File: src/logic/temp_monitor_pkg.sv
// Function
// critical pin pulls low when any result reaches its critical limit
// no register bit can mask or gate the critical pin
// with strap enabled, bus address comes from the critical pin pull-up
// warning pin asserts on threshold crossing and can be masked
// result above high limit sets channel high status and warning
// result at or below low limit sets channel low status and warning
// result is 11 bits: high byte, then three bits in low byte 7:5
// unused five low bits of the result low byte read zero
// default range after reset: unsigned 0 to 127.875 in 0.125 steps
// extended range: unsigned, temperature plus 64, spanning -64 to 191
// default range saturates to zero below and 0x3FF above
// extended range saturates to zero below -64 and 0x7FF above
// host programs limits in the encoding of the selected range
// a limit at two addresses is fully usable at both, same storage
// new limits take effect only when the next conversion starts
// one internal plus four external channels, each with own limits
// reading high status clears it and the summary high bit
// warning waits for the programmed count of consecutive bad cycles
// critical pin holds until all results drop below limit minus hysteresis
// global mask deasserts warning and holds it until cleared
// compare the full 11-bit result at each channel conversion end
package temp_monitor_pkg;
  localparam int NUM_CH = 5;
  localparam int RES_W = 11;
  localparam logic [7:0] REG_STATUS = 8'h02;
  localparam logic [7:0] REG_DEVICE_SETUP = 8'h03;
  localparam logic [7:0] REG_HIGH_STAT = 8'h04;
  localparam logic [7:0] REG_LOW_STAT = 8'h05;
  localparam logic [7:0] REG_CRIT_STAT = 8'h06;
  localparam logic [7:0] REG_CONSEC = 8'h07;
  localparam logic [7:0] REG_HYST = 8'h08;
  localparam logic [7:0] REG_SINGLE_CONV = 8'h0F;
  localparam logic [7:0] BASE_RES_HI = 8'h10;
  localparam logic [7:0] BASE_RES_LO = 8'h18;
  localparam logic [7:0] BASE_HIGH_HI = 8'h20;
  localparam logic [7:0] BASE_HIGH_LO = 8'h28;
  localparam logic [7:0] BASE_LOW_HI = 8'h30;
  localparam logic [7:0] BASE_LOW_LO = 8'h38;
  localparam logic [7:0] BASE_CRIT = 8'h40;
  localparam logic [7:0] BASE_HIGH_ALIAS = 8'h50;
  localparam logic [7:0] BASE_LOW_ALIAS = 8'h58;
  localparam int SETUP_MASK_BIT = 7;
  localparam int SETUP_STANDBY_BIT = 6;
  localparam int SETUP_RANGE_BIT = 2;
  localparam int STAT_HIGH_BIT = 4;
  localparam int STAT_LOW_BIT = 3;
  localparam int STAT_CRIT_BIT = 1;
  localparam logic [7:0] SETUP_RESET = 8'h00;
  localparam logic [7:0] HYST_RESET = 8'h0A;
  localparam logic [2:0] CONSEC_RESET = 3'h0;
  localparam logic [10:0] HIGH_LIM_RESET = 11'h2A8;
  localparam logic [10:0] LOW_LIM_RESET = 11'h000;
  localparam logic [7:0] CRIT_RESET = 8'h55;
  localparam logic [6:0] DEFAULT_ADDR = 7'h4C;
  localparam logic [1:0] STRAP_WAIT = 2'h3;
  localparam logic signed [13:0] EXT_OFFSET = 14'sh0200;
  localparam logic signed [13:0] DEF_FULL = 14'sh03FF;
  localparam logic signed [13:0] EXT_FULL = 14'sh07FF;
  localparam logic [3:0] K_NONE = 4'h0;
  localparam logic [3:0] K_RES_HI = 4'h1;
  localparam logic [3:0] K_RES_LO = 4'h2;
  localparam logic [3:0] K_HIGH_HI = 4'h3;
  localparam logic [3:0] K_HIGH_LO = 4'h4;
  localparam logic [3:0] K_LOW_HI = 4'h5;
  localparam logic [3:0] K_LOW_LO = 4'h6;
  localparam logic [3:0] K_CRIT = 4'h7;

  typedef struct packed {
    logic [2:0] chan;
    logic signed [12:0] temp;
    logic last;
  } meas_type;

  typedef struct packed {
    logic [3:0] kind;
    logic [2:0] chan;
  } reg_sel_type;

  typedef enum logic [3:0] {
    bus_idle = 4'h0,
    bus_addr = 4'h1,
    bus_ack = 4'h3,
    bus_ptr = 4'h2,
    bus_wdata = 4'h6,
    bus_rdata = 4'h7,
    bus_rack = 4'h5
  } bus_state_type;

  function automatic logic [6:0] strap_addr(input logic [2:0] code);
    case (code)
      3'h0: return 7'h7C;
      3'h1: return 7'h5C;
      3'h2: return 7'h4C;
      3'h3: return 7'h6C;
      3'h4: return 7'h1C;
      3'h5: return 7'h3C;
      default: return DEFAULT_ADDR;
    endcase
  endfunction : strap_addr

  function automatic logic [10:0] format_temp(input logic signed [12:0] t, input logic ext);
    logic signed [13:0] v;
    logic signed [13:0] full;
    v = $signed({t[12], t}) + (ext ? EXT_OFFSET : 14'sh0000);
    full = ext ? EXT_FULL : DEF_FULL;
    if (v < 14'sh0000)
      return 11'h000;
    else if (v > full)
      return full[10:0];
    else
      return v[10:0];
  endfunction : format_temp

  function automatic reg_sel_type decode_reg(input logic [7:0] a);
    reg_sel_type s;
    s.chan = a[2:0];
    s.kind = K_NONE;
    if (a[2:0] < 3'(NUM_CH))
    begin
      case (a[7:3])
        BASE_RES_HI[7:3]: s.kind = K_RES_HI;
        BASE_RES_LO[7:3]: s.kind = K_RES_LO;
        BASE_HIGH_HI[7:3], BASE_HIGH_ALIAS[7:3]: s.kind = K_HIGH_HI;
        BASE_HIGH_LO[7:3]: s.kind = K_HIGH_LO;
        BASE_LOW_HI[7:3], BASE_LOW_ALIAS[7:3]: s.kind = K_LOW_HI;
        BASE_LOW_LO[7:3]: s.kind = K_LOW_LO;
        BASE_CRIT[7:3]: s.kind = K_CRIT;
        default: s.kind = K_NONE;
      endcase
    end
    return s;
  endfunction : decode_reg
endpackage : temp_monitor_pkg

File: src/logic/temp_result_limit_compare.sv
`timescale 1ns/1ps
module temp_result_limit_compare
  import temp_monitor_pkg::*;
(
  input wire logic clk, // system clock, 200 MHz
  input wire logic rst, // synchronous reset, active high
  input wire logic scl_in, // serial clock pin level
  input wire logic sda_in, // serial data pin level
  output logic sda_out, // serial data drive value (always low)
  output logic sda_oe, // serial data pulled low while high
  input wire logic addr_strap_en, // strap address option enabled
  input wire logic [2:0] addr_strap_code, // sensed pull-up class on critical pin
  input wire logic meas_valid, // one channel conversion finished
  input wire meas_type meas, // channel, raw temperature, last of cycle
  output logic conv_start, // pulse: begin a conversion cycle
  output logic conv_standby, // device in standby
  output logic crit_out, // critical pin drive value (always low)
  output logic crit_oe, // critical pin pulled low while high
  output logic maskable_warning_out, // warning pin drive value (always low)
  output logic maskable_warning_oe // warning pin pulled low while high
);
  logic [1:0] scl_sync;
  logic [1:0] sda_sync;
  logic scl_prev;
  logic sda_prev;
  logic [1:0] strap_en_sync;
  logic [2:0] strap_code_sync [2];
  logic [1:0] strap_cnt;
  logic [6:0] dev_addr;
  bus_state_type state;
  bus_state_type ack_next;
  logic [3:0] bit_cnt;
  logic [7:0] shreg;
  logic [7:0] ptr;
  logic rw;
  logic wr_stb;
  logic [7:0] wr_addr;
  logic [7:0] wr_data;
  logic rd_take;
  logic [7:0] rd_addr;
  logic [7:0] device_setup;
  logic [7:0] hyst;
  logic [2:0] consec_limit;
  logic [10:0] result [NUM_CH];
  logic [10:0] high_lim [NUM_CH];
  logic [10:0] low_lim [NUM_CH];
  logic [7:0] crit_lim [NUM_CH];
  logic [10:0] high_act [NUM_CH];
  logic [10:0] low_act [NUM_CH];
  logic [7:0] crit_act [NUM_CH];
  logic [NUM_CH-1:0] high_stat;
  logic [NUM_CH-1:0] low_stat;
  logic [NUM_CH-1:0] crit_hot;
  logic busy;
  logic single_pend;
  logic cycle_bad;
  logic [3:0] consec;
  logic warn_active;
  logic scl_rise;
  logic scl_fall;
  logic start_cond;
  logic stop_cond;
  logic ext_range;
  logic mask_all;
  logic [10:0] meas_res;
  logic [11:0] crit11;
  logic [11:0] release_lvl;
  logic meas_ok;
  logic over_high;
  logic under_low;
  logic at_crit;
  logic below_release;
  logic next_conv;
  logic [7:0] rd_byte;
  reg_sel_type rd_sel;
  reg_sel_type wr_sel;

  assign sda_out = 1'b0;
  assign crit_out = 1'b0;
  assign maskable_warning_out = 1'b0;
  assign ext_range = device_setup[SETUP_RANGE_BIT];
  assign mask_all = device_setup[SETUP_MASK_BIT];
  assign conv_standby = device_setup[SETUP_STANDBY_BIT];

  // pin synchronisers; only the second stage is read
  always_ff @(posedge clk)
  begin
    scl_sync <= {scl_sync[0], scl_in};
    sda_sync <= {sda_sync[0], sda_in};
    scl_prev <= scl_sync[1];
    sda_prev <= sda_sync[1];
    strap_en_sync <= {strap_en_sync[0], addr_strap_en};
    strap_code_sync[0] <= addr_strap_code;
    strap_code_sync[1] <= strap_code_sync[0];
  end

  assign scl_rise = scl_sync[1] & ~scl_prev;
  assign scl_fall = ~scl_sync[1] & scl_prev;
  assign start_cond = scl_sync[1] & scl_prev & sda_prev & ~sda_sync[1];
  assign stop_cond = scl_sync[1] & scl_prev & ~sda_prev & sda_sync[1];

  // strap address capture
  always_ff @(posedge clk)
  begin
    if (rst)
    begin
      strap_cnt <= 2'h0;
      dev_addr <= DEFAULT_ADDR;
    end
    else if (strap_cnt != STRAP_WAIT)
    begin
      strap_cnt <= strap_cnt + 2'h1;
      if (strap_cnt == STRAP_WAIT - 2'h1)
        dev_addr <= strap_en_sync[1] ? strap_addr(strap_code_sync[1]) : DEFAULT_ADDR;
    end
  end

  assign rd_sel = decode_reg(ptr);
  assign wr_sel = decode_reg(wr_addr);

  always_comb
  begin
    rd_byte = 8'h00;
    unique case (rd_sel.kind)
      // result byte split
      K_RES_HI: rd_byte = result[rd_sel.chan][10:3];
      // low bits zero
      K_RES_LO: rd_byte = {result[rd_sel.chan][2:0], 5'h00};
      K_HIGH_HI: rd_byte = high_lim[rd_sel.chan][10:3];
      K_HIGH_LO: rd_byte = {high_lim[rd_sel.chan][2:0], 5'h00};
      K_LOW_HI: rd_byte = low_lim[rd_sel.chan][10:3];
      K_LOW_LO: rd_byte = {low_lim[rd_sel.chan][2:0], 5'h00};
      K_CRIT: rd_byte = crit_lim[rd_sel.chan];
      K_NONE:
      begin
        case (ptr)
          REG_STATUS: rd_byte = {3'h0, |high_stat, |low_stat, 1'b0, |crit_hot, 1'b0};
          REG_DEVICE_SETUP: rd_byte = device_setup;
          REG_HIGH_STAT: rd_byte = 8'(high_stat);
          REG_LOW_STAT: rd_byte = 8'(low_stat);
          REG_CRIT_STAT: rd_byte = 8'(crit_hot);
          REG_CONSEC: rd_byte = {5'h00, consec_limit};
          REG_HYST: rd_byte = hyst;
          default: rd_byte = 8'h00;
        endcase
      end
      default: rd_byte = 8'h00;
    endcase
  end

  // serial bus target
  always_ff @(posedge clk)
  begin
    wr_stb <= 1'b0;
    rd_take <= 1'b0;
    if (rst || stop_cond)
    begin
      state <= bus_idle;
      sda_oe <= 1'b0;
      bit_cnt <= 4'h0;
    end
    else if (start_cond)
    begin
      state <= bus_addr;
      sda_oe <= 1'b0;
      bit_cnt <= 4'h0;
    end
    else if (scl_rise)
    begin
      if (state == bus_addr || state == bus_ptr || state == bus_wdata)
      begin
        shreg <= {shreg[6:0], sda_sync[1]};
        bit_cnt <= bit_cnt + 4'h1;
      end
      else if (state == bus_rack)
        rw <= ~sda_sync[1];
    end
    else if (scl_fall)
    begin
      unique case (state)
        bus_idle: sda_oe <= 1'b0;
        bus_addr:
          if (bit_cnt == 4'h8)
          begin
            if (shreg[7:1] == dev_addr)
            begin
              rw <= shreg[0];
              ack_next <= shreg[0] ? bus_rdata : bus_ptr;
              sda_oe <= 1'b1;
              state <= bus_ack;
            end
            else
              state <= bus_idle;
          end
        bus_ptr, bus_wdata:
          if (bit_cnt == 4'h8)
          begin
            if (state == bus_ptr)
              ptr <= shreg;
            else
            begin
              wr_stb <= 1'b1;
              wr_addr <= ptr;
              wr_data <= shreg;
              ptr <= ptr + 8'h01;
            end
            ack_next <= bus_wdata;
            sda_oe <= 1'b1;
            state <= bus_ack;
          end
        bus_ack, bus_rack:
        begin
          bit_cnt <= 4'h0;
          if (ack_next == bus_rdata && rw)
          begin
            shreg <= {rd_byte[6:0], 1'b0};
            sda_oe <= ~rd_byte[7];
            rd_take <= 1'b1;
            rd_addr <= ptr;
            ptr <= ptr + 8'h01;
            bit_cnt <= 4'h1;
            state <= bus_rdata;
          end
          else
          begin
            sda_oe <= 1'b0;
            state <= (state == bus_rack) ? bus_idle : ack_next;
          end
        end
        bus_rdata:
          if (bit_cnt == 4'h8)
          begin
            sda_oe <= 1'b0;
            ack_next <= bus_rdata;
            state <= bus_rack;
          end
          else
          begin
            sda_oe <= ~shreg[7];
            shreg <= {shreg[6:0], 1'b0};
            bit_cnt <= bit_cnt + 4'h1;
          end
        default: state <= bus_idle;
      endcase
    end
  end

  // programmed limits, aliases share storage
  always_ff @(posedge clk)
  begin
    if (rst)
    begin
      device_setup <= SETUP_RESET;
      hyst <= HYST_RESET;
      consec_limit <= CONSEC_RESET;
      for (int i = 0; i < NUM_CH; i++)
      begin
        high_lim[i] <= HIGH_LIM_RESET;
        low_lim[i] <= LOW_LIM_RESET;
        crit_lim[i] <= CRIT_RESET;
      end
    end
    else if (wr_stb)
    begin
      unique case (wr_sel.kind)
        K_HIGH_HI: high_lim[wr_sel.chan][10:3] <= wr_data;
        K_HIGH_LO: high_lim[wr_sel.chan][2:0] <= wr_data[7:5];
        K_LOW_HI: low_lim[wr_sel.chan][10:3] <= wr_data;
        K_LOW_LO: low_lim[wr_sel.chan][2:0] <= wr_data[7:5];
        K_CRIT: crit_lim[wr_sel.chan] <= wr_data;
        K_RES_HI, K_RES_LO: ;
        K_NONE:
        begin
          if (wr_addr == REG_DEVICE_SETUP)
            device_setup <= wr_data;
          if (wr_addr == REG_HYST)
            hyst <= wr_data;
          if (wr_addr == REG_CONSEC)
            consec_limit <= wr_data[2:0];
        end
        default: ;
      endcase
    end
  end

  // conversion start and limit activation
  assign next_conv = ~busy & (~conv_standby | single_pend);
  always_ff @(posedge clk)
  begin
    if (rst)
    begin
      busy <= 1'b0;
      single_pend <= 1'b0;
      conv_start <= 1'b0;
    end
    else
    begin
      conv_start <= next_conv;
      if (next_conv)
        busy <= 1'b1;
      else if (meas_valid && meas.last)
        busy <= 1'b0;
      if (next_conv)
        single_pend <= 1'b0;
      else if (wr_stb && wr_addr == REG_SINGLE_CONV && conv_standby)
        single_pend <= 1'b1;
    end
  end

  always_ff @(posedge clk)
  begin
    if (rst)
    begin
      for (int i = 0; i < NUM_CH; i++)
      begin
        high_act[i] <= HIGH_LIM_RESET;
        low_act[i] <= LOW_LIM_RESET;
        crit_act[i] <= CRIT_RESET;
      end
    end
    else if (next_conv)
    begin
      high_act <= high_lim;
      low_act <= low_lim;
      crit_act <= crit_lim;
    end
  end

  // range formatting with saturation
  assign meas_res = format_temp(meas.temp, ext_range);
  assign meas_ok = meas_valid && meas.chan < 3'(NUM_CH);
  // full width compares
  assign over_high = meas_res > high_act[meas.chan];
  assign under_low = meas_res <= low_act[meas.chan];
  assign crit11 = {1'b0, crit_act[meas.chan], 3'h0};
  assign release_lvl = crit11 - {1'b0, hyst, 3'h0};
  assign at_crit = {1'b0, meas_res} >= crit11;
  assign below_release = (crit11 >= {1'b0, hyst, 3'h0}) && ({1'b0, meas_res} < release_lvl);

  // per-channel result and status
  always_ff @(posedge clk)
  begin
    if (rst)
    begin
      high_stat <= '0;
      low_stat <= '0;
      crit_hot <= '0;
      for (int i = 0; i < NUM_CH; i++)
        result[i] <= 11'h000;
    end
    else
    begin
      // read clears high status; a new event wins
      if (rd_take && rd_addr == REG_HIGH_STAT)
        high_stat <= '0;
      if (rd_take && rd_addr == REG_LOW_STAT)
        low_stat <= '0;
      if (meas_ok)
      begin
        result[meas.chan] <= meas_res;
        // high status
        if (over_high)
          high_stat[meas.chan] <= 1'b1;
        // low status
        if (under_low)
          low_stat[meas.chan] <= 1'b1;
        // critical set and hysteresis release
        if (at_crit)
          crit_hot[meas.chan] <= 1'b1;
        else if (below_release)
          crit_hot[meas.chan] <= 1'b0;
      end
    end
  end

  // consecutive out-of-limit cycles
  always_ff @(posedge clk)
  begin
    if (rst)
    begin
      cycle_bad <= 1'b0;
      consec <= 4'h0;
    end
    else if (meas_ok && meas.last)
    begin
      cycle_bad <= 1'b0;
      if (cycle_bad || over_high || under_low)
        consec <= (consec == 4'hF) ? consec : consec + 4'h1;
      else
        consec <= 4'h0;
    end
    else if (meas_ok && (over_high || under_low))
      cycle_bad <= 1'b1;
  end

  // maskable warning; R02 critical ignores every mask
  always_ff @(posedge clk)
  begin
    if (rst)
    begin
      warn_active <= 1'b0;
      maskable_warning_oe <= 1'b0;
      crit_oe <= 1'b0;
    end
    else
    begin
      warn_active <= (consec > {1'b0, consec_limit}) && (|high_stat || |low_stat);
      maskable_warning_oe <= warn_active && !mask_all;
      crit_oe <= |crit_hot;
    end
  end

  chk_crit_set_pin: assert property (@(posedge clk) disable iff (rst)
    meas_ok && at_crit |-> ##2 crit_oe)
    else $error("critical pin not asserted after result reached limit");
  chk_crit_no_mask: assert property (@(posedge clk) disable iff (rst)
    $rose(|crit_hot) && mask_all |=> crit_oe)
    else $error("critical pin suppressed by mask");
  chk_high_status: assert property (@(posedge clk) disable iff (rst)
    meas_ok && over_high |=> high_stat[$past(meas.chan)])
    else $error("high status not set");
  chk_low_status: assert property (@(posedge clk) disable iff (rst)
    meas_ok && under_low |=> low_stat[$past(meas.chan)])
    else $error("low status not set");
  chk_result_low_zero: assert property (@(posedge clk) disable iff (rst)
    rd_sel.kind == K_RES_LO |-> rd_byte[4:0] == 5'h00)
    else $error("result low byte unused bits nonzero");
  chk_default_sat: assert property (@(posedge clk) disable iff (rst)
    meas_ok && !ext_range && meas.temp > 13'sd1023 |=> result[$past(meas.chan)] == 11'h3FF)
    else $error("default range saturation wrong");
  chk_ext_sat: assert property (@(posedge clk) disable iff (rst)
    meas_ok && ext_range && meas.temp < -13'sd512 |=> result[$past(meas.chan)] == 11'h000)
    else $error("extended range low saturation wrong");
  chk_limit_hold: assert property (@(posedge clk) disable iff (rst)
    !next_conv |=> high_act[0] == $past(high_act[0]) && crit_act[0] == $past(crit_act[0]))
    else $error("active limit changed outside conversion start");
  chk_high_clear: assert property (@(posedge clk) disable iff (rst)
    rd_take && rd_addr == REG_HIGH_STAT && !meas_ok |=> high_stat == '0)
    else $error("high status not cleared by read");
  chk_mask_hold: assert property (@(posedge clk) disable iff (rst)
    mask_all [*2] |-> !maskable_warning_oe)
    else $error("warning asserted while masked");
  cov_crit_event: cover property (@(posedge clk) disable iff (rst) $rose(crit_oe));
  cov_warn_event: cover property (@(posedge clk) disable iff (rst) $rose(maskable_warning_oe));
  cov_write_byte: cover property (@(posedge clk) disable iff (rst) wr_stb);
  cov_read_byte: cover property (@(posedge clk) disable iff (rst) rd_take);
endmodule : temp_result_limit_compare

File: config.mk
export PLATFORM = sky130hd
export DESIGN_NAME = temp_result_limit_compare
export DESIGN_NICKNAME = d
export VERILOG_FILES = /design/src/logic/temp_monitor_pkg.sv /design/src/logic/temp_result_limit_compare.sv
export SDC_FILE = /design/constraint.sdc
export NUM_CORES = 1
export LEC_CHECK = 0
export ABC_AREA = 1
export BUFFER_PORTS_ARGS = -buffer_cell sky130_fd_sc_hd__buf_2
export CAP_MARGIN = 25
export CORE_MARGIN = 2
export CORE_UTILIZATION = 32
export CTS_CLUSTER_SIZE = 14
export DETAILED_ROUTE_END_ITERATION = 10
export PLACE_DENSITY = 0.49
export RECOVER_POWER = 100
export SYNTH_ARGS = -nofsm -noshare
export SYNTH_HDL_FRONTEND = slang
export SYNTH_SLANG_ARGS = --single-unit
File: constraint.sdc
create_clock -name clk -period 9.69 [get_ports clk]
set_input_delay 1.938 -clock clk [delete_from_list [all_inputs] [get_ports clk]]
set_output_delay 1.938 -clock clk [all_outputs]
set_load 0.03 [all_outputs]
; After elaboration in Yosys (flattened, before gate mapping)
; Memory sizes are Yosys's and may differ from the RTL's. A register that Yosys moved wholly into a read port is not among the register bits.
; Index checks and enable logic that the tools add are counted.
[totals]
ff_bits = 418
ramBits = 61
rom_bits = 96
input_bits = 26
out_inout_bits = 8
elab_cells = 368
memories = 4
[mem_list]
columns = memory, words, word_bits, rd, rd_clocked_by_memory_dff, write_ports, line_no
row1 = result, 5, 11, 1, 1, 5, temp_result_limit_compare.sv:44  ; logic [10:0] result [NUM_CH];
row2 = (no name shown), 16, 3, 1, 1, 0, temp_monitor_pkg.sv:121  ; case (a[7:3])
row3 = (no name shown), 16, 3, 1, 1, 0, temp_monitor_pkg.sv:121
row4 = strap_code_sync, 2, 3, 2, 0, 2, temp_result_limit_compare.sv:27  ; logic [2:0] strap_code_sync [2];
[classes]
addsub = 6
n_lt_le_gt_ge = 17
eq_ne = 57
muxes = 117
n_bitwise = 34
n_reduce_logical = 69
[ops]
columns = operator, count
row1 = 55-bit bitwise mux, 4
row2 = 55-bit one-hot mux with 2 select lines, 2
row3 = 11-bit two-way mux, 13
row4 = 11-bit binary-select mux with 3-bit select, 4
row5 = 8-bit two-way mux, 13
row6 = 4-bit two-way mux, 21
row7 = 11-bit demux with 3-bit select, 2
row8 = 8-bit one-hot mux with 8 select lines, 1
row9 = "8-bit by 3-bit equality test with 1-bit output, second input constant", 7
row10 = 8-bit one-hot mux with 7 select lines, 1
row11 = 5-bit two-way mux, 10
row12 = 8-bit binary-select mux with 3-bit select, 2
row13 = "4-bit by 3-bit equality test with 1-bit output, second input constant", 12
row14 = 40-bit bitwise mux, 1
row15 = 7-bit one-hot mux with 5 select lines, 1
row16 = 8-bit one-hot mux with 2 select lines, 2
row17 = 1-bit two-way mux, 27
row18 = 8-bit demux with 3-bit select, 1
row19 = "8-bit by 2-bit equality test with 1-bit output, second input constant", 3
row20 = "8-bit by 4-bit equality test with 1-bit output, second input constant", 3
row21 = 6-bit AND reduction, 4
row22 = 11-bit greater-or-equal comparator, 2
row23 = 7-bit AND reduction, 3
row24 = "4-bit by 2-bit equality test with 1-bit output, second input constant", 5
row25 = 60 further kinds, 156

; Longest topological paths before layout
[logic_depth]
word_depth = 10
ltp_mapped = 26
ltp_nobuf = 25

; Worst setup path after synthesis
; No wires, ideal clock.
[synth_timing]
path_type = input to register
from = input meas[15] in the netlist's numbering
to = register with a tool-made name
setup_ns = 0.111
arrival_time_ns = 4.935
required_ns = 9.579
setup_slack_ns = 4.644
path_stages = 24
n_path_buf = 1
path_cell_list = or2_4 nor2_2 clkinv_1 clkbuf_1 nor2_1 nor4_1 ha_1 inv_1 fa_1 nand2_1 nand2_1 a31oi_1 xor2_1 ha_1 a21oi_1 nor2_1 a21oi_1 nand2_1 inv_1 nand2_1 inv_1 nand4_1 nand2_1 nor2_1
[synth_lines]
columns = item, line_no
row1 = "start, declared", temp_result_limit_compare.sv:14  ; input wire meas_type meas,

; Worst setup path after layout
[layout_timing]
from = register ptr[0]
to = register shreg[6] (data pin)
[layout_via]
elab_chain_cells = 9
elab_cells_between_ends = 33
classes_between = order compare: 1 / eq/ne: 14 / mux: 16 / bitwise: 1 / reduce/logical: 1
[layout_lines]
columns = item, line_no
row1 = "start, declared", temp_result_limit_compare.sv:34  ; logic [7:0] ptr;
row2 = "start signal, assigned", temp_result_limit_compare.sv:199  ; ptr <= shreg;
row3 = "start signal, assigned", temp_result_limit_compare.sv:205  ; ptr <= ptr + 8'h01;
row4 = "start signal, assigned", temp_result_limit_compare.sv:220  ; ptr <= ptr + 8'h01;
row5 = branches (longest 4 deep; another with 3-bit less-than comparator), -
row6 = 8-bit one-hot mux with 8 select lines *, temp_result_limit_compare.sv:124  ; unique case (rd_sel.kind)
row7 = 8-bit two-way mux *, temp_result_limit_compare.sv:214  ; if (ack_next == bus_rdata && rw)
row8 = 8-bit one-hot mux with 2 select lines *, temp_result_limit_compare.sv:180  ; unique case (state)
row9 = 8-bit two-way mux *, temp_result_limit_compare.sv:178  ; else if (scl_fall)
row10 = 8-bit two-way mux *, temp_result_limit_compare.sv:168  ; else if (scl_rise)
row11 = "end signal, assigned", temp_result_limit_compare.sv:172  ; shreg <= {shreg[6:0], sda_sync[1]};
row12 = "end signal, assigned", temp_result_limit_compare.sv:216  ; shreg <= {rd_byte[6:0], 1'b0};
row13 = "end signal, assigned", temp_result_limit_compare.sv:240  ; shreg <= {shreg[6:0], 1'b0};
row14 = "end, declared", temp_result_limit_compare.sv:33  ; logic [7:0] shreg;
; Mark *: on every way between the ends. The select of a mux whose other input is x is not followed.
; A chain may end at the register's enable or synchronous reset.

==> out/metrics.yaml <==
cp_max_fo: 62
p_leak_nw: 10.13
die_area_mm2: 0.07488
grt_overflow: 0
clk_path_buf_depth: 3
postSynthAreaPerCell_um2: 8.233
cap_viol_max_count: 8
min_period_ns: 7.370
hold_viol: 0
io_pins: 34
power_switching_mw: 1.108
ys_seq_elements: 514
fin_util_pct: 36.62
gp_congestion: 0.8935
cts_tree: "done"
seq_power_share_pct: 47.5
slew_violations: 317
wl_per_cell_um: 21.48
num_vias: 20160
route.detailed.drc: 0
status: "finished, violations left"
insertion_delay_ns: 0.63
synthFlopType: "dfxtp_1"
critPathLaunchType: "flop"
setup_tns_ns: 0
regToRegEndpoint: "shreg[6]"
worstPathRequired_ns: 10.05
max_stage_delay_ns: 2.30
fp.dieW_um: 273.6
chipHeight_um: 273.6
area_delta_synth_final_pct: 12.89
cts_setup_buffers: 0
layout.cells.non_filler: 3835
yosysTopAreaCell: "dfxtp_1"
drive_gt1_share_pct: 6.343
grt_pass1_wl_um: 121700
cts_resized: 0
place_area_mm2: 0.02436
cts_buffers: 58
cellPowerDensity_mw_per_mm2: 179.3
hold_buffers: 0
worst-endpoint-arrival_ns: 7.73
yosys_warnings: 0
synth_top_area_share_pct: 32.96
min_path_type: "flop to flop"
synth_edf_count: 131
slowest_stage: "clkbuf_1"
first_pass_iters: 7
rrSetupSlack_ns: 2.32
intPower_mw: 3.602
p_comb_share_pct: 5.2
violations: "max-capacitance violations, max-slew violations"
routed_via_density: 5.256
ff2ff_path_depth: 11
synthArstFlopShare_pct: 0
netlist_instances: 2826
drtIter0Drc: 1885
worstPathCellList: "clkbuf_1 > inv_1 > clkbuf_1 > o21ai_0 > nand2_1 > nand2_1 > o21ai_0 > a221oi_1 > nand3_1 > o21ai_0 > inv_1"
antenna_left: 0
dp_hpwl_um: 55670
post-route-period-util_pct: 76.06
start_util_pct: 32.44
track_usage_pct: 21.55
worstSetupPathType: "flop to flop"
slew_headroom_pct: -122.4
synth_seq_area_share_pct: 49.86
clkSinkCount: 514
ir_worst_vdd_mv: 0.1336
htreeDepth: 2
synth_area_leaders: "dfxtp_1 33%, edfxtp_1 17%, o21ai_0 7.1%"
crit_start: "ptr[0]"
swShare_pct: 23.52
crit_path_end: "shreg[6]"
synth_cell_types: 60
finalClockSkew_ns: 0.01920
tightestPinTransition_ns: 3.336
hold_depth: 0
grt_setup_unrepaired: "no"
wl_um: 82370
fmax_mhz: 135.7
fin_nets: 2933
synth_area_mm2: 0.02327
p_total_mw: 4.710
rows: 98
grt_max_degree: 104
io_buffers: 30
cts_root_buffer: "clkbuf_16"
antenna_found_initial: 1
cp-end-kind: "flop"
n_antenna_cell: 0
worst_path_most_repeated_cell: "o21ai_0"
final_area_mm2: 0.02627
p_clk_share_pct: 47.3
dpl.cell_count: 3724
core-area_mm2: 0.07173
r2r_start: "ptr[0]"
path_clk_slew_ns: 0.06
grt_pass1_vias: 19030
final-setup-viol-count: 0
[metal layers]
layer  vias up  GRT usage, %  share of wire, %  routed length, um
li1       9631             -                 -                  -
met1      9656         30.13                45              37380
met2       732         33.45                45              36670
met3       135         3.509               6.7               5534
met4         2         7.765               3.4               2771
met5         -             0             0.011                  9
[kinds of logic after synthesis]
group | Yosys count | share of synthesized area (%)
AOI/OAI and AO/OA | 898 | 22.10
and+or+nand+nor | 761 | 14.33
buffers and inverters | 572 | 9.556
DFF | 514 | 49.86
adders and majority gates | 68 | 3.689
xor gates and xnor gates | 12 | 0.4517
other | 1 | 0.01612
[flip-flops by register name (all words and copies together), names as in the netlist, 4 cells and up, named ones only]
name             count
result              88
high_act            55
high_lim            55
low_act             55
low_lim             55
crit_act            40
crit_lim            40
device_setup         8
hyst                 8
ptr                  8
rd_addr              8
shreg                8
wr_addr              8
wr_data              8
strap_code_sync      6
high_stat            5
low_stat             5
bit_cnt              4
consec               4
[synth_stat cells (all sizes together) (2+ instances only)]
master	instances
a41oi	2
nand3	72
a211oi	41
o211ai	38
xor2	7
nand3b	4
clkinv	12
nand2	323
o21a	2
nor4	14
xnor2	5
o21ai	342
a22o	7
a21oi	271
inv	415
dfxtp	383
or2	5
nand4	22
clkbuf	98
a2111oi	3
buf	47
nor2	276
nor3b	3
a31oi	6
o22ai	125
ha	67
o221ai	2
nor3	42
edfxtp	131
a221oi	9
o32ai	3
o2111ai	7
a22oi	27
a311oi	2
a32o	8
[power by group through the flow]
| stage | logic [mW] | clock network (mW) | registers, mW |
|---|---|---|---|
| floorplan | 0.156 | 0 | 2.28 |
| global placement | 0.242 | 0 | 2.28 |
| detailed placement | 0.244 | 0 | 2.28 |
| CTS | 0.245 | 2.26 | 2.24 |
| global route | 0.270 | 2.36 | 2.24 |
| finish | 0.247 | 2.23 | 2.24 |
[critical path: cells and delay by family (launching register included)]
family | cells | cell delay, ns
buf+inv | 4 | 4.36
compound gates | 4 | 1.71
flops | 1 | 0.52
simple gates | 3 | 0.48
[per-stage QoR]
step / worst slack, ns / hold slack [ns]
floorplan: 4.644 / 0.3096
global placement: 3.540 / 0.3131
detailed placement: 3.361 / 0.3135
CTS: 4.017 / 0.3280
global route: 1.935 / 0.3377
finish: 2.320 / 0.3279
[cell type report]
class	instances	area (um2)
Clock inverter	18	151.4
Clock buffer	88	1780
Tap cell	950	1189
Inverter	427	1607
Fill cell	7413	45470
Multi-Input combinational cell	1775	9532
Sequential cell	514	11600
Timing Repair Buffer	63	405.4
[placed cells by master (no fill, tap or decap), types with 9 or more instances in the layout]
| cell | instances |
|---|---|
| buf_4 | 17 |
| dfxtp_1 | 383 |
| nor4_1 | 13 |
| nor3_1 | 34 |
| a211oi_1 | 40 |
| clkinv_1 | 12 |
| a22oi_1 | 27 |
| clkbuf_8 | 11 |
| edfxtp_1 | 131 |
| nor2_4 | 10 |
| a21oi_1 | 269 |
| nor2_1 | 261 |
| nand3_1 | 70 |
| conb_1 | 36 |
| o211ai_1 | 38 |
| ha_1 | 67 |
| o21ai_0 | 337 |
| nand2_1 | 320 |
| clkbuf_1 | 32 |
| buf_2 | 22 |
| clkbuf_16 | 63 |
| nand4_1 | 22 |
| a221oi_1 | 9 |
| o22ai_1 | 125 |
| clkinv_2 | 9 |
| inv_1 | 407 |
[how the worst min path moves through the flow]
stage / from / end / slack, ns
2_1_floorplan: scl_sync[0] / scl_sync[1] / 0.31
3_3_place_gp: scl_sync[0] / scl_sync[1] / 0.31
3_5_place_dp: strap_en_sync[0] / strap_en_sync[1] / 0.31
4_1_cts: strap_en_sync[0] / strap_en_sync[1] / 0.33
5_1_grt: scl_sync[0] / scl_sync[1] / 0.34
6_report: strap_en_sync[0] / strap_en_sync[1] / 0.33
Power figures use the tool's default switching activity.
